### src/hdl/port_maint_pkg.sv
package port_maint_pkg;

  // ==========================================================
  // register offsets
  localparam logic [15:0] MAINT_CONTROL_STATUS_OFS = 16'h001c;
  localparam logic [15:0] PORT_DIAG_FAIL_TEST_OFS  = 16'h0020;
  localparam logic [15:0] PORT_STATUS_WORD_OFS     = 16'h0024;
  localparam logic [15:0] QUEUE_BLOCK_BASE_OFS     = 16'h1000;
  localparam logic [15:0] STATUS_RELEASE_OFS       = 16'h1038;
  localparam logic [15:0] PORT_INIT_OFS            = 16'h1044;

  // ==========================================================
  // maintenance register fields
  localparam int MCS_INIT_BIT      = 0;
  localparam int MCS_TMR_DIS_BIT   = 1;
  localparam int MCS_IRQ_EN_BIT    = 2;
  localparam int MCS_NORESP_BIT    = 4;
  localparam int MCS_PROCESSOR_ERROR_STATUS_FLAG_BIT     = 5;
  localparam int MCS_RDERR_BIT     = 6;
  localparam int MCS_WRERR_BIT     = 7;
  localparam int MCS_UCODE_LO      = 8;
  localparam int MCS_UCODE_HI      = 13;
  localparam int MCS_PB_IB_RX_BIT  = 14;
  localparam int MCS_DP_PB_RD_BIT  = 15;
  localparam int MCS_MOV_REG_BIT   = 16;
  localparam int MCS_MOVA_WR_BIT   = 17;
  localparam int MCS_MOVB_RD_BIT   = 18;
  // error bits <30:21,18:04>
  localparam logic [31:0] MCS_ERR_MASK  = 32'h7fe7_fff0;
  localparam logic [31:0] MCS_CTRL_MASK = 32'h0000_0006;

  // ==========================================================
  // port status word fields
  localparam int PSW_RESP_AVAIL_BIT = 0;
  localparam int PSW_MFQ_EMPTY_BIT  = 1;
  localparam int PSW_DSE_BIT        = 4;
  localparam int PSW_MSE_BIT        = 5;
  localparam int PSW_TMR_EXP_BIT    = 6;
  localparam int PSW_MISC_BIT       = 7;
  localparam int PSW_MIF_BIT        = 8;
  localparam int PSW_UNINIT_BIT     = 10;
  localparam int PSW_SUMMARY_BIT    = 31;
  localparam logic [31:0] PSW_SUM_MASK = 32'h0000_04fe;
  // status bits that microcode may set: 10 and 8..0
  localparam logic [31:0] PSW_SET_MASK = 32'h0000_05ff;

  // ==========================================================
  // reset values and timing
  localparam logic [31:0] MCS_RESET = 32'h0000_0000;
  localparam logic [31:0] PSW_RESET = 32'h0000_0400;
  localparam int PROCESSOR_ERROR_STATUS_FLAG_CYCLES  = 32;
  localparam int NORESP_CYCLES = 512;

  // ==========================================================
  // carriers
  typedef struct packed {
    logic        wr;
    logic        rd;
    logic [15:0] addr;
    logic [31:0] wdata;
  } reg_req_t;

  typedef struct packed {
    logic movb_pb_rd;
    logic mova_pb_wr;
    logic mov_reg_rd;
    logic dp_pb_rd;
    logic port_internal_bus_rx;
  } par_err_t;

  typedef struct packed {
    logic       set_wr;
    logic [5:0] set_ucode;
    logic       wr_err_irq;
    logic       rd_err_resp;
    logic       diag_load;
    logic [7:0] diag_num;
    logic [31:0] psw_set;
    logic       enter_enabled;
    logic       enter_disabled;
    logic       ucode_init;
    logic       boot_timeout;
  } ucode_req_t;

endpackage : port_maint_pkg

### src/hdl/sticky_bit.sv
module sticky_bit
  import port_maint_pkg::*;
(
  // clock and reset
  input  wire logic clk_i,
  input  wire logic rst_i,
  // control
  input  wire logic set_i,
  input  wire logic clr_i,
  // state
  output logic      q_o
);

  logic bit_reg;
  logic bit_next;

  // set wins over a clear in the same cycle
  always_comb
  begin
    bit_next = bit_reg;
    if (clr_i)
      bit_next = 1'b0;
    if (set_i)
      bit_next = 1'b1;
  end

  always_ff @(posedge clk_i or posedge rst_i)
  begin
    if (rst_i)
      bit_reg <= 1'b0;
    else
      bit_reg <= bit_next;
  end

  assign q_o = bit_reg;

endmodule : sticky_bit

### src/hdl/hold_timer.sv
module hold_timer
  import port_maint_pkg::*;
#(
  parameter int LIMIT = 32
)
(
  // clock and reset
  input  wire logic clk_i,
  input  wire logic rst_i,
  // control
  input  wire logic run_i,
  // result
  output logic      fire_o
);

  localparam int W = $clog2(LIMIT + 2);
  localparam logic [W-1:0] LIM = W'(LIMIT);

  logic [W-1:0] cnt_reg;
  logic [W-1:0] cnt_next;

  // counts consecutive cycles of run_i; fires once past the limit
  always_comb
  begin
    cnt_next = cnt_reg;
    if (!run_i)
      cnt_next = '0;
    else if (cnt_reg <= LIM)
      cnt_next = cnt_reg + W'(1);
  end

  always_ff @(posedge clk_i or posedge rst_i)
  begin
    if (rst_i)
      cnt_reg <= '0;
    else
      cnt_reg <= cnt_next;
  end

  assign fire_o = run_i && (cnt_reg == LIM);

endmodule : hold_timer

### src/hdl/port_maint_status_regs.sv
module port_maint_status_regs
  import port_maint_pkg::*;
#(
  parameter int PROCESSOR_ERROR_STATUS_FLAG_LIMIT  = PROCESSOR_ERROR_STATUS_FLAG_CYCLES,
  parameter int NORESP_LIMIT = NORESP_CYCLES
)
(
  // clock and reset
  input  wire logic       clk_i,
  input  wire logic       rst_i,
  // host register access
  input  wire reg_req_t   req_i,
  output logic [31:0]     rdata_o,
  // hardware error detectors
  input  wire par_err_t   par_err_i,
  input  wire logic       processor_error_signal_i,
  input  wire logic       resp_irq_pending_i,
  input  wire logic       resp_irq_ack_i,
  input  wire logic       sanity_expired_i,
  // microcode requests
  input  wire ucode_req_t ucode_i,
  // outputs
  output logic            bus_error_summary_o,
  output logic            node_err_summary_o,
  output logic            status_irq_o,
  output logic            sanity_hold_o,
  output logic            port_reset_o
);

  // ==========================================================
  // decode
  logic wr_mcs;
  logic wr_release;
  logic wr_init;
  logic wr_qbb;
  logic maint_init;
  logic soft_rst;

  assign wr_mcs     = req_i.wr && req_i.addr == MAINT_CONTROL_STATUS_OFS;
  assign wr_release = req_i.wr && req_i.addr == STATUS_RELEASE_OFS;
  assign wr_init    = req_i.wr && req_i.addr == PORT_INIT_OFS;
  assign wr_qbb     = req_i.wr && req_i.addr == QUEUE_BLOCK_BASE_OFS;
  assign maint_init = wr_mcs && req_i.wdata[MCS_INIT_BIT];

  // maintenance init acts one cycle later as a clear of everything except the read data register
  logic init_reg;
  logic init_next;
  always_comb
  begin
    init_next = maint_init;
  end
  always_ff @(posedge clk_i or posedge rst_i)
  begin
    if (rst_i)
      init_reg <= 1'b0;
    else
      init_reg <= init_next;
  end
  assign soft_rst     = rst_i | init_reg;
  assign port_reset_o = init_reg;

  // ==========================================================
  // timers
  logic processor_error_status_flag_fire;
  logic noresp_fire;

  hold_timer #(.LIMIT(PROCESSOR_ERROR_STATUS_FLAG_LIMIT)) u_processor_error_status_flag_timer (
    .clk_i  (clk_i),
    .rst_i  (soft_rst),
    .run_i  (processor_error_signal_i),
    .fire_o (processor_error_status_flag_fire)
  );

  hold_timer #(.LIMIT(NORESP_LIMIT - 1)) u_noresp_timer (
    .clk_i  (clk_i),
    .rst_i  (soft_rst),
    .run_i  (resp_irq_pending_i && !resp_irq_ack_i),
    .fire_o (noresp_fire)
  );

  // ==========================================================
  // maintenance error bits
  logic [31:0] mcs_set;
  logic [31:0] mcs_err;
  logic [31:0] mcs_clr;

  always_comb
  begin
    mcs_set = '0;
    mcs_set[MCS_MOVB_RD_BIT]  = par_err_i.movb_pb_rd;
    mcs_set[MCS_MOVA_WR_BIT]  = par_err_i.mova_pb_wr;
    mcs_set[MCS_MOV_REG_BIT]  = par_err_i.mov_reg_rd;
    mcs_set[MCS_DP_PB_RD_BIT] = par_err_i.dp_pb_rd;
    mcs_set[MCS_PB_IB_RX_BIT] = par_err_i.port_internal_bus_rx;
    if (ucode_i.set_wr)
      mcs_set[MCS_UCODE_HI:MCS_UCODE_LO] = ucode_i.set_ucode;
    mcs_set[MCS_WRERR_BIT]  = ucode_i.wr_err_irq;
    mcs_set[MCS_RDERR_BIT]  = ucode_i.rd_err_resp;
    mcs_set[MCS_PROCESSOR_ERROR_STATUS_FLAG_BIT]  = processor_error_status_flag_fire;
    mcs_set[MCS_NORESP_BIT] = noresp_fire;
    mcs_set = mcs_set & MCS_ERR_MASK;
    mcs_clr = wr_mcs ? (req_i.wdata & MCS_ERR_MASK) : '0;
  end

  genvar gi;
  generate
    for (gi = 0; gi < 32; gi++)
    begin : g_mcs
      if (MCS_ERR_MASK[gi])
      begin : g_err
        sticky_bit u_bit (
          .clk_i (clk_i),
          .rst_i (soft_rst),
          .set_i (mcs_set[gi]),
          .clr_i (mcs_clr[gi]),
          .q_o   (mcs_err[gi])
        );
      end
      else
      begin : g_zero
        assign mcs_err[gi] = 1'b0;
      end
    end
  endgenerate

  // bus error summary from processor-class errors
  assign bus_error_summary_o = |mcs_err[MCS_UCODE_HI:MCS_NORESP_BIT];
  assign node_err_summary_o  = |mcs_err;

  // ==========================================================
  // control bits and other registers
  logic [1:0]  ctrl_reg;
  logic [1:0]  ctrl_next;
  logic [7:0]  diag_reg;
  logic [7:0]  diag_next;
  logic [31:0] qbb_reg;
  logic [31:0] qbb_next;

  always_comb
  begin
    ctrl_next = ctrl_reg;
    diag_next = diag_reg;
    qbb_next  = qbb_reg;
    if (wr_mcs)
      ctrl_next = req_i.wdata[MCS_IRQ_EN_BIT:MCS_TMR_DIS_BIT];
    if (ucode_i.diag_load)
      diag_next = ucode_i.diag_num;
    if (wr_qbb)
      qbb_next = {1'b0, req_i.wdata[30:0]};
  end

  always_ff @(posedge clk_i or posedge soft_rst)
  begin
    if (soft_rst)
    begin
      ctrl_reg <= 2'h0;
      diag_reg <= 8'h00;
      qbb_reg  <= 32'h0000_0000;
    end
    else
    begin
      ctrl_reg <= ctrl_next;
      diag_reg <= diag_next;
      qbb_reg  <= qbb_next;
    end
  end

  assign sanity_hold_o = ctrl_reg[0];

  // ==========================================================
  // port status word
  logic [31:0] psw_reg;
  logic [31:0] psw_next;
  logic [31:0] psw_rd;

  always_comb
  begin
    psw_next = psw_reg;
    if (wr_release)
    begin
      psw_next[PSW_MIF_BIT]        = 1'b0;
      psw_next[PSW_MFQ_EMPTY_BIT]  = 1'b0;
      psw_next[PSW_RESP_AVAIL_BIT] = 1'b0;
    end
    if (ucode_i.enter_enabled)
    begin
      psw_next[PSW_MISC_BIT] = 1'b0;
      psw_next[PSW_MSE_BIT]  = 1'b0;
      psw_next[PSW_DSE_BIT]  = 1'b0;
    end
    if (wr_init || ucode_i.boot_timeout || ucode_i.enter_disabled)
      psw_next[PSW_UNINIT_BIT] = 1'b0;
    if (ucode_i.ucode_init)
      psw_next[PSW_TMR_EXP_BIT] = 1'b0;
    if (sanity_expired_i)
    begin
      psw_next[PSW_TMR_EXP_BIT] = 1'b1;
      psw_next[PSW_UNINIT_BIT]  = 1'b1;
    end
    // microcode sets take priority over clears
    psw_next = psw_next | (ucode_i.psw_set & PSW_SET_MASK);
    psw_next[PSW_SUMMARY_BIT] = 1'b0;
  end

  always_ff @(posedge clk_i or posedge soft_rst)
  begin
    if (soft_rst)
      psw_reg <= PSW_RESET;
    else
      psw_reg <= psw_next;
  end

  always_comb
  begin
    psw_rd = psw_reg;
    psw_rd[PSW_SUMMARY_BIT] = |(psw_reg & PSW_SUM_MASK);
  end

  assign status_irq_o = psw_rd[PSW_SUMMARY_BIT] && ctrl_reg[1];

  // ==========================================================
  // read data
  logic [31:0] rdata_reg;
  logic [31:0] rdata_next;

  always_comb
  begin
    rdata_next = rdata_reg;
    if (req_i.rd)
    begin
      case (req_i.addr)
        MAINT_CONTROL_STATUS_OFS: rdata_next = mcs_err | {29'h0, ctrl_reg, 1'b0};
        PORT_DIAG_FAIL_TEST_OFS:  rdata_next = {24'h000000, diag_reg};
        PORT_STATUS_WORD_OFS:     rdata_next = psw_rd;
        QUEUE_BLOCK_BASE_OFS:     rdata_next = qbb_reg;
        default:                  rdata_next = 32'h0000_0000;
      endcase
    end
  end

  always_ff @(posedge clk_i or posedge rst_i)
  begin
    if (rst_i)
      rdata_reg <= 32'h0000_0000;
    else
      rdata_reg <= rdata_next;
  end

  assign rdata_o = rdata_reg;

  // ==========================================================
  // checks
  movb_parity_a: assert property (@(posedge clk_i) disable iff (soft_rst)
    par_err_i.movb_pb_rd |=> mcs_err[MCS_MOVB_RD_BIT])
    else $error("mover b parity flag not set");
  mova_parity_a: assert property (@(posedge clk_i) disable iff (soft_rst)
    par_err_i.mova_pb_wr |=> mcs_err[MCS_MOVA_WR_BIT])
    else $error("mover a parity flag not set");
  movreg_parity_a: assert property (@(posedge clk_i) disable iff (soft_rst)
    par_err_i.mov_reg_rd |=> mcs_err[MCS_MOV_REG_BIT])
    else $error("mover register parity flag not set");
  dp_rd_parity_a: assert property (@(posedge clk_i) disable iff (soft_rst)
    par_err_i.dp_pb_rd |=> mcs_err[MCS_DP_PB_RD_BIT])
    else $error("datapath read parity flag not set");
  ib_rx_parity_a: assert property (@(posedge clk_i) disable iff (soft_rst)
    par_err_i.port_internal_bus_rx |=> mcs_err[MCS_PB_IB_RX_BIT])
    else $error("internal bus parity flag not set");
  ucode_summary_a: assert property (@(posedge clk_i) disable iff (soft_rst)
    (ucode_i.set_wr && |ucode_i.set_ucode) |=> bus_error_summary_o)
    else $error("bus error summary missing");
  write_err_a: assert property (@(posedge clk_i) disable iff (soft_rst)
    ucode_i.wr_err_irq |=> mcs_err[MCS_WRERR_BIT])
    else $error("write error flag not set");
  read_err_a: assert property (@(posedge clk_i) disable iff (soft_rst)
    ucode_i.rd_err_resp |=> mcs_err[MCS_RDERR_BIT])
    else $error("read error flag not set");
  processor_error_status_flag_short_a: assert property (@(posedge clk_i) disable iff (soft_rst)
    $rose(processor_error_signal_i) && !mcs_err[MCS_PROCESSOR_ERROR_STATUS_FLAG_BIT] |->
      !mcs_err[MCS_PROCESSOR_ERROR_STATUS_FLAG_BIT] [*8])
    else $error("processor error flag set too early");
  w1c_clear_a: assert property (@(posedge clk_i) disable iff (soft_rst)
    wr_mcs && req_i.wdata[MCS_MOVB_RD_BIT] && !par_err_i.movb_pb_rd
      |=> !mcs_err[MCS_MOVB_RD_BIT])
    else $error("write one did not clear");
  release_clear_a: assert property (@(posedge clk_i) disable iff (soft_rst)
    wr_release && !ucode_i.psw_set[PSW_MIF_BIT] |=> !psw_reg[PSW_MIF_BIT])
    else $error("interrupt flag not released");
  irq_gate_a: assert property (@(posedge clk_i) disable iff (soft_rst)
    status_irq_o == (ctrl_reg[1] &&
      (psw_reg[PSW_UNINIT_BIT] || |psw_reg[PSW_MISC_BIT:PSW_MFQ_EMPTY_BIT])))
    else $error("interrupt does not follow status and enable");
  init_clear_a: assert property (@(posedge clk_i) disable iff (rst_i)
    maint_init |=> ##1 (mcs_err == 32'h0 && psw_reg == PSW_RESET))
    else $error("maintenance init left state");
  cov_processor_error_status_flag_c: cover property (@(posedge clk_i) processor_error_status_flag_fire);
  cov_noresp_c: cover property (@(posedge clk_i) noresp_fire);
  cov_irq_c: cover property (@(posedge clk_i) $rose(status_irq_o));
  cov_init_c: cover property (@(posedge clk_i) maint_init);

endmodule : port_maint_status_regs

### config.mk
export PLATFORM = sky130hd
export DESIGN_NAME = port_maint_status_regs
export DESIGN_NICKNAME = d
export VERILOG_FILES = /design/src/hdl/port_maint_pkg.sv /design/src/hdl/sticky_bit.sv /design/src/hdl/hold_timer.sv /design/src/hdl/port_maint_status_regs.sv
export SDC_FILE = /design/constraint.sdc
export NUM_CORES = 1
export LEC_CHECK = 0
export CELL_PAD_IN_SITES_DETAIL_PLACEMENT = 1
export CELL_PAD_IN_SITES_GLOBAL_PLACEMENT = 1
export CORE_MARGIN = 2
export CORE_UTILIZATION = 35
export CTS_BUF_LIST = sky130_fd_sc_hd__clkbuf_8
export CTS_CLUSTER_DIAMETER = 60
export DETAILED_ROUTE_END_ITERATION = 8
export DONT_BUFFER_PORTS = 1
export HOLD_SLACK_MARGIN = 0.05
export PLACE_DENSITY_LB_ADDON = 0.3
export SLEW_MARGIN = 20
export SYNTH_ARGS = -nofsm -noshare
export SYNTH_HDL_FRONTEND = slang
export SYNTH_HIERARCHICAL = 1
export SYNTH_SLANG_ARGS = --single-unit
export TNS_END_PERCENT = 1
### constraint.sdc
create_clock -name clk_i -period 4.6 [get_ports clk_i]
set_clock_uncertainty 0.1 [all_clocks]
set_input_delay 0.23 -clock clk_i [delete_from_list [all_inputs] [get_ports clk_i]]
set_output_delay 0.23 -clock clk_i [all_outputs]
set_load 0.02 [all_outputs]
==> results.yml <==
critical_path:
  criticalPathCategory: "flip-flop to output pin"
  path_buf_inv: 0
  critPathTopFamily: "simple AND/OR/NAND/NOR gates"
  start_kind: "flip-flop"
  cp_max_fo: 3
  end_kind: "output pin"
  ff2ff_path_depth: 5
  r2r-start: "ctrl_reg[0]"
  r2r_setup_slack_ns: 2.66
  cp_cell_sequence: "nor4_1 > nand4_1 > nand4b_1"
  slowest_delay_ns: 0.50
  arrival_ns: 2.24
  crit_required_ns: 4.27
  slowest_stage: "nand4b_1"
  r2r-end: "rdata_o[1]"
clocking:
  clock-sinks: 125
  clkLatencyLatePin_ns: 0.44
  cts_buffer_depth: 2
  cts.clk_slew.worst_paths_ns: 0.08
  numCtsBuffers: 17
  htreeDepth: 4
  clockRootBuffer: "clkbuf_8"
  cts_tree: "done"
timing:
  hold_violations: 0
  setup_tns_ns: 0
  period_share_pct: 55.9
  setup_viol: 0
  min_period_ns: 2.57
  fmax_mhz: 389
  slew_violations: 0
  rsz0062_at_grt: "no"
  holdWs_ns: 0.0901
  worst_pin_slew_ns: 0.903
  relSlewSlack_pct: 39.6
logic_synthesis:
  ys_warn_count: 6
  synthCells: 527
  synth_top_area_share_pct: 51.5
  syn_area_mm2: 0.00602
  ys_ff_latch: 125
  synth.distinct_cells: 55
  ys_async_sr_fraction_pct: 100
  synth_area_leaders: "dfrtp_1, mux2_4, mux2_2, inv_1, a21o_1"
  synth_edf_count: 0
  postSynthAreaPerCell_um2: 11.4
  yosysSeqAreaShare_pct: 52.0
  synthFlopType: "dfrtp_1"
  synth_area_leader_cell: "dfrtp_1"
finish:
  final_common_cell: "dfrtp_1"
  largest_reg_flops: 32
  areaGrowthSynthToFinish_pct: 28.5
  fin_util_pct: 46.3
  nets: 753
  final_cells: 868
  drive_above_1_share_pct: 17.7
  layout_common_cells: "dfrtp_1, dlygate4sd3_1, inv_1"
  diodes: 0
grt:
  gr-total-overflow: 0
  grt_max_degree: 52
  first_global_vias: 5233
  globalRouteTotalUtil_pct: 20.7
  grt_antenna_before_repair: 0
  grt_pass1_wl_um: 28500
drt:
  via_per_inst: 5.22
  vias: 4533
  drc_errors: 0
  drt_pass1_iterations: 4
  routedWlPerCell_um: 20.7
  finalWirelength_um: 17900
  drtIter0Drc: 124
  postRouteAntennaNets: 0
hold_path:
  hold_depth: 4
  hold_end: "rdata_o[0]"
  hold_start: "req_i[37]"
  hp-class: "input pin to flip-flop"
placement:
  dp_hpwl_um: 11300
  port_buffers: 0
  place.gp.congestion: 0.793
  placed_cells: 736
power_and_ir_drop:
  power.density_mw_per_mm2: 314
  p_clk_share_pct: 45.5
  p_switching_uw: 546
  p_comb_share_pct: 7.3
  ir_drop_v: 0.000157
  share_seq_of_total_power_pct: 47.1
  p_int_uw: 1880
  p_leak_uw: 0.00352
  switching_share_pct: 22.5
floorplan:
  num_rows: 47
  core_area_mm2: 0.0167
  die_y_um: 135
  num_io_pins: 152
  initial_core_util_pct: 36.0
  die_width_um: 135
  die-area_mm2: 0.0183
run:
  cap_violations: 0
status:
  outcome: "finished clean"
[layout make-up]
class	instances	area, µm²
fillers	1789	8960
flip-flops and latches	125	3130
multi-input cells	316	2560
repair buffers	106	1060
clock buffers	23	317
well taps	220	275
inverters	69	259
clock inverters	9	140
[per-layer routing]
metal  part of all wire, %  global-route usage (%)  vias to the layer above  routed length (µm)
met5                     0                       0                        -                   0
met4                   2.5                    8.56                        0                 446
met3                   5.0                    5.69                       40                 906
met2                    51                    35.7                      126                9150
met1                    41                    24.5                     2313                7440
li1                      -                       -                     2054                   -
[cells by family after synthesis]
| family | Yosys count | synth area share, % |
|---|---|---|
| buffers and inverters | 95 | 6.40 |
| adder cells (fa/ha/maj) | 3 | 0.624 |
| flip-flops | 125 | 52.0 |
| other | 1 | 0.0623 |
| AO/OA/AOI/OAI | 97 | 11.7 |
| multiplexers | 69 | 14.6 |
| AND/OR/NAND/NOR | 133 | 14.1 |
| XOR/XNOR | 4 | 0.582 |
[power by group through the flow]
| stage | Clock [µW] | Combinational (µW) | Sequential [µW] |
|---|---|---|---|
| floorplan | 0 | 80.5 | 1160 |
| global placement | 0 | 86.2 | 1160 |
| detailed placement | 0 | 91.1 | 1160 |
| CTS | 1140 | 177 | 1140 |
| global route | 1180 | 196 | 1150 |
| finish | 1110 | 178 | 1140 |
[metrics by stage]
stage,setup slack (ns),area (µm²),total power [µW]
finish,2.03,7740,2430
global route,1.93,7740,2530
CTS,1.91,7730,2460
detailed placement,1.60,6260,1250
global placement,1.69,6260,1250
floorplan,0.183,6050,1240
[worst max path at each step]
stage | cells past startpoint | slack [ns] | from | endpoint
5_1_grt | 3 | 1.93 | g_mcs[4].g_err.u_bit/q_o | node_err_summary_o
3_3_place_gp | 5 | 1.69 | req_i[41] | qbb_reg[20]
2_1_floorplan | 3 | 0.18 | port_reset_o | u_noresp_timer/cnt_reg[0]
4_1_cts | 3 | 1.91 | g_mcs[4].g_err.u_bit/q_o | node_err_summary_o
3_5_place_dp | 5 | 1.60 | req_i[41] | qbb_reg[27]
6_report | 3 | 2.03 | g_mcs[4].g_err.u_bit/q_o | node_err_summary_o
[timing repair]
action / 4_1_cts / 5_1_grt
resized for setup: 0 / 0
hold buffers: 100 / 0
setup buffers: 0 / 0
endpoints found under the hold margin: 195 / 0
[worst reg2reg max path, stage by stage (launching register included)]
cell and delay [ns]:
dfrtp_1 0.50, inv_1 0.10, o32ai_1 0.31, a22oi_1 0.12, a21oi_1 0.18, dlygate4sd3_1 0.56
[synth_stat cells (all sizes together), types with 5 or more instances]
cell and instances:
clkbuf 16, nand4 5, or4 9, and3 27
inv 69, nor4 13, a22o 19, o21ai 9
mux2 60, a21o 31, a21oi 12, nor2 17
mux2i 9, nand2 17, and2 9, nand3 12
a22oi 6, o32ai 6, buf 10, dfrtp 124
Note: power is estimated with default switching activity, not from simulation.
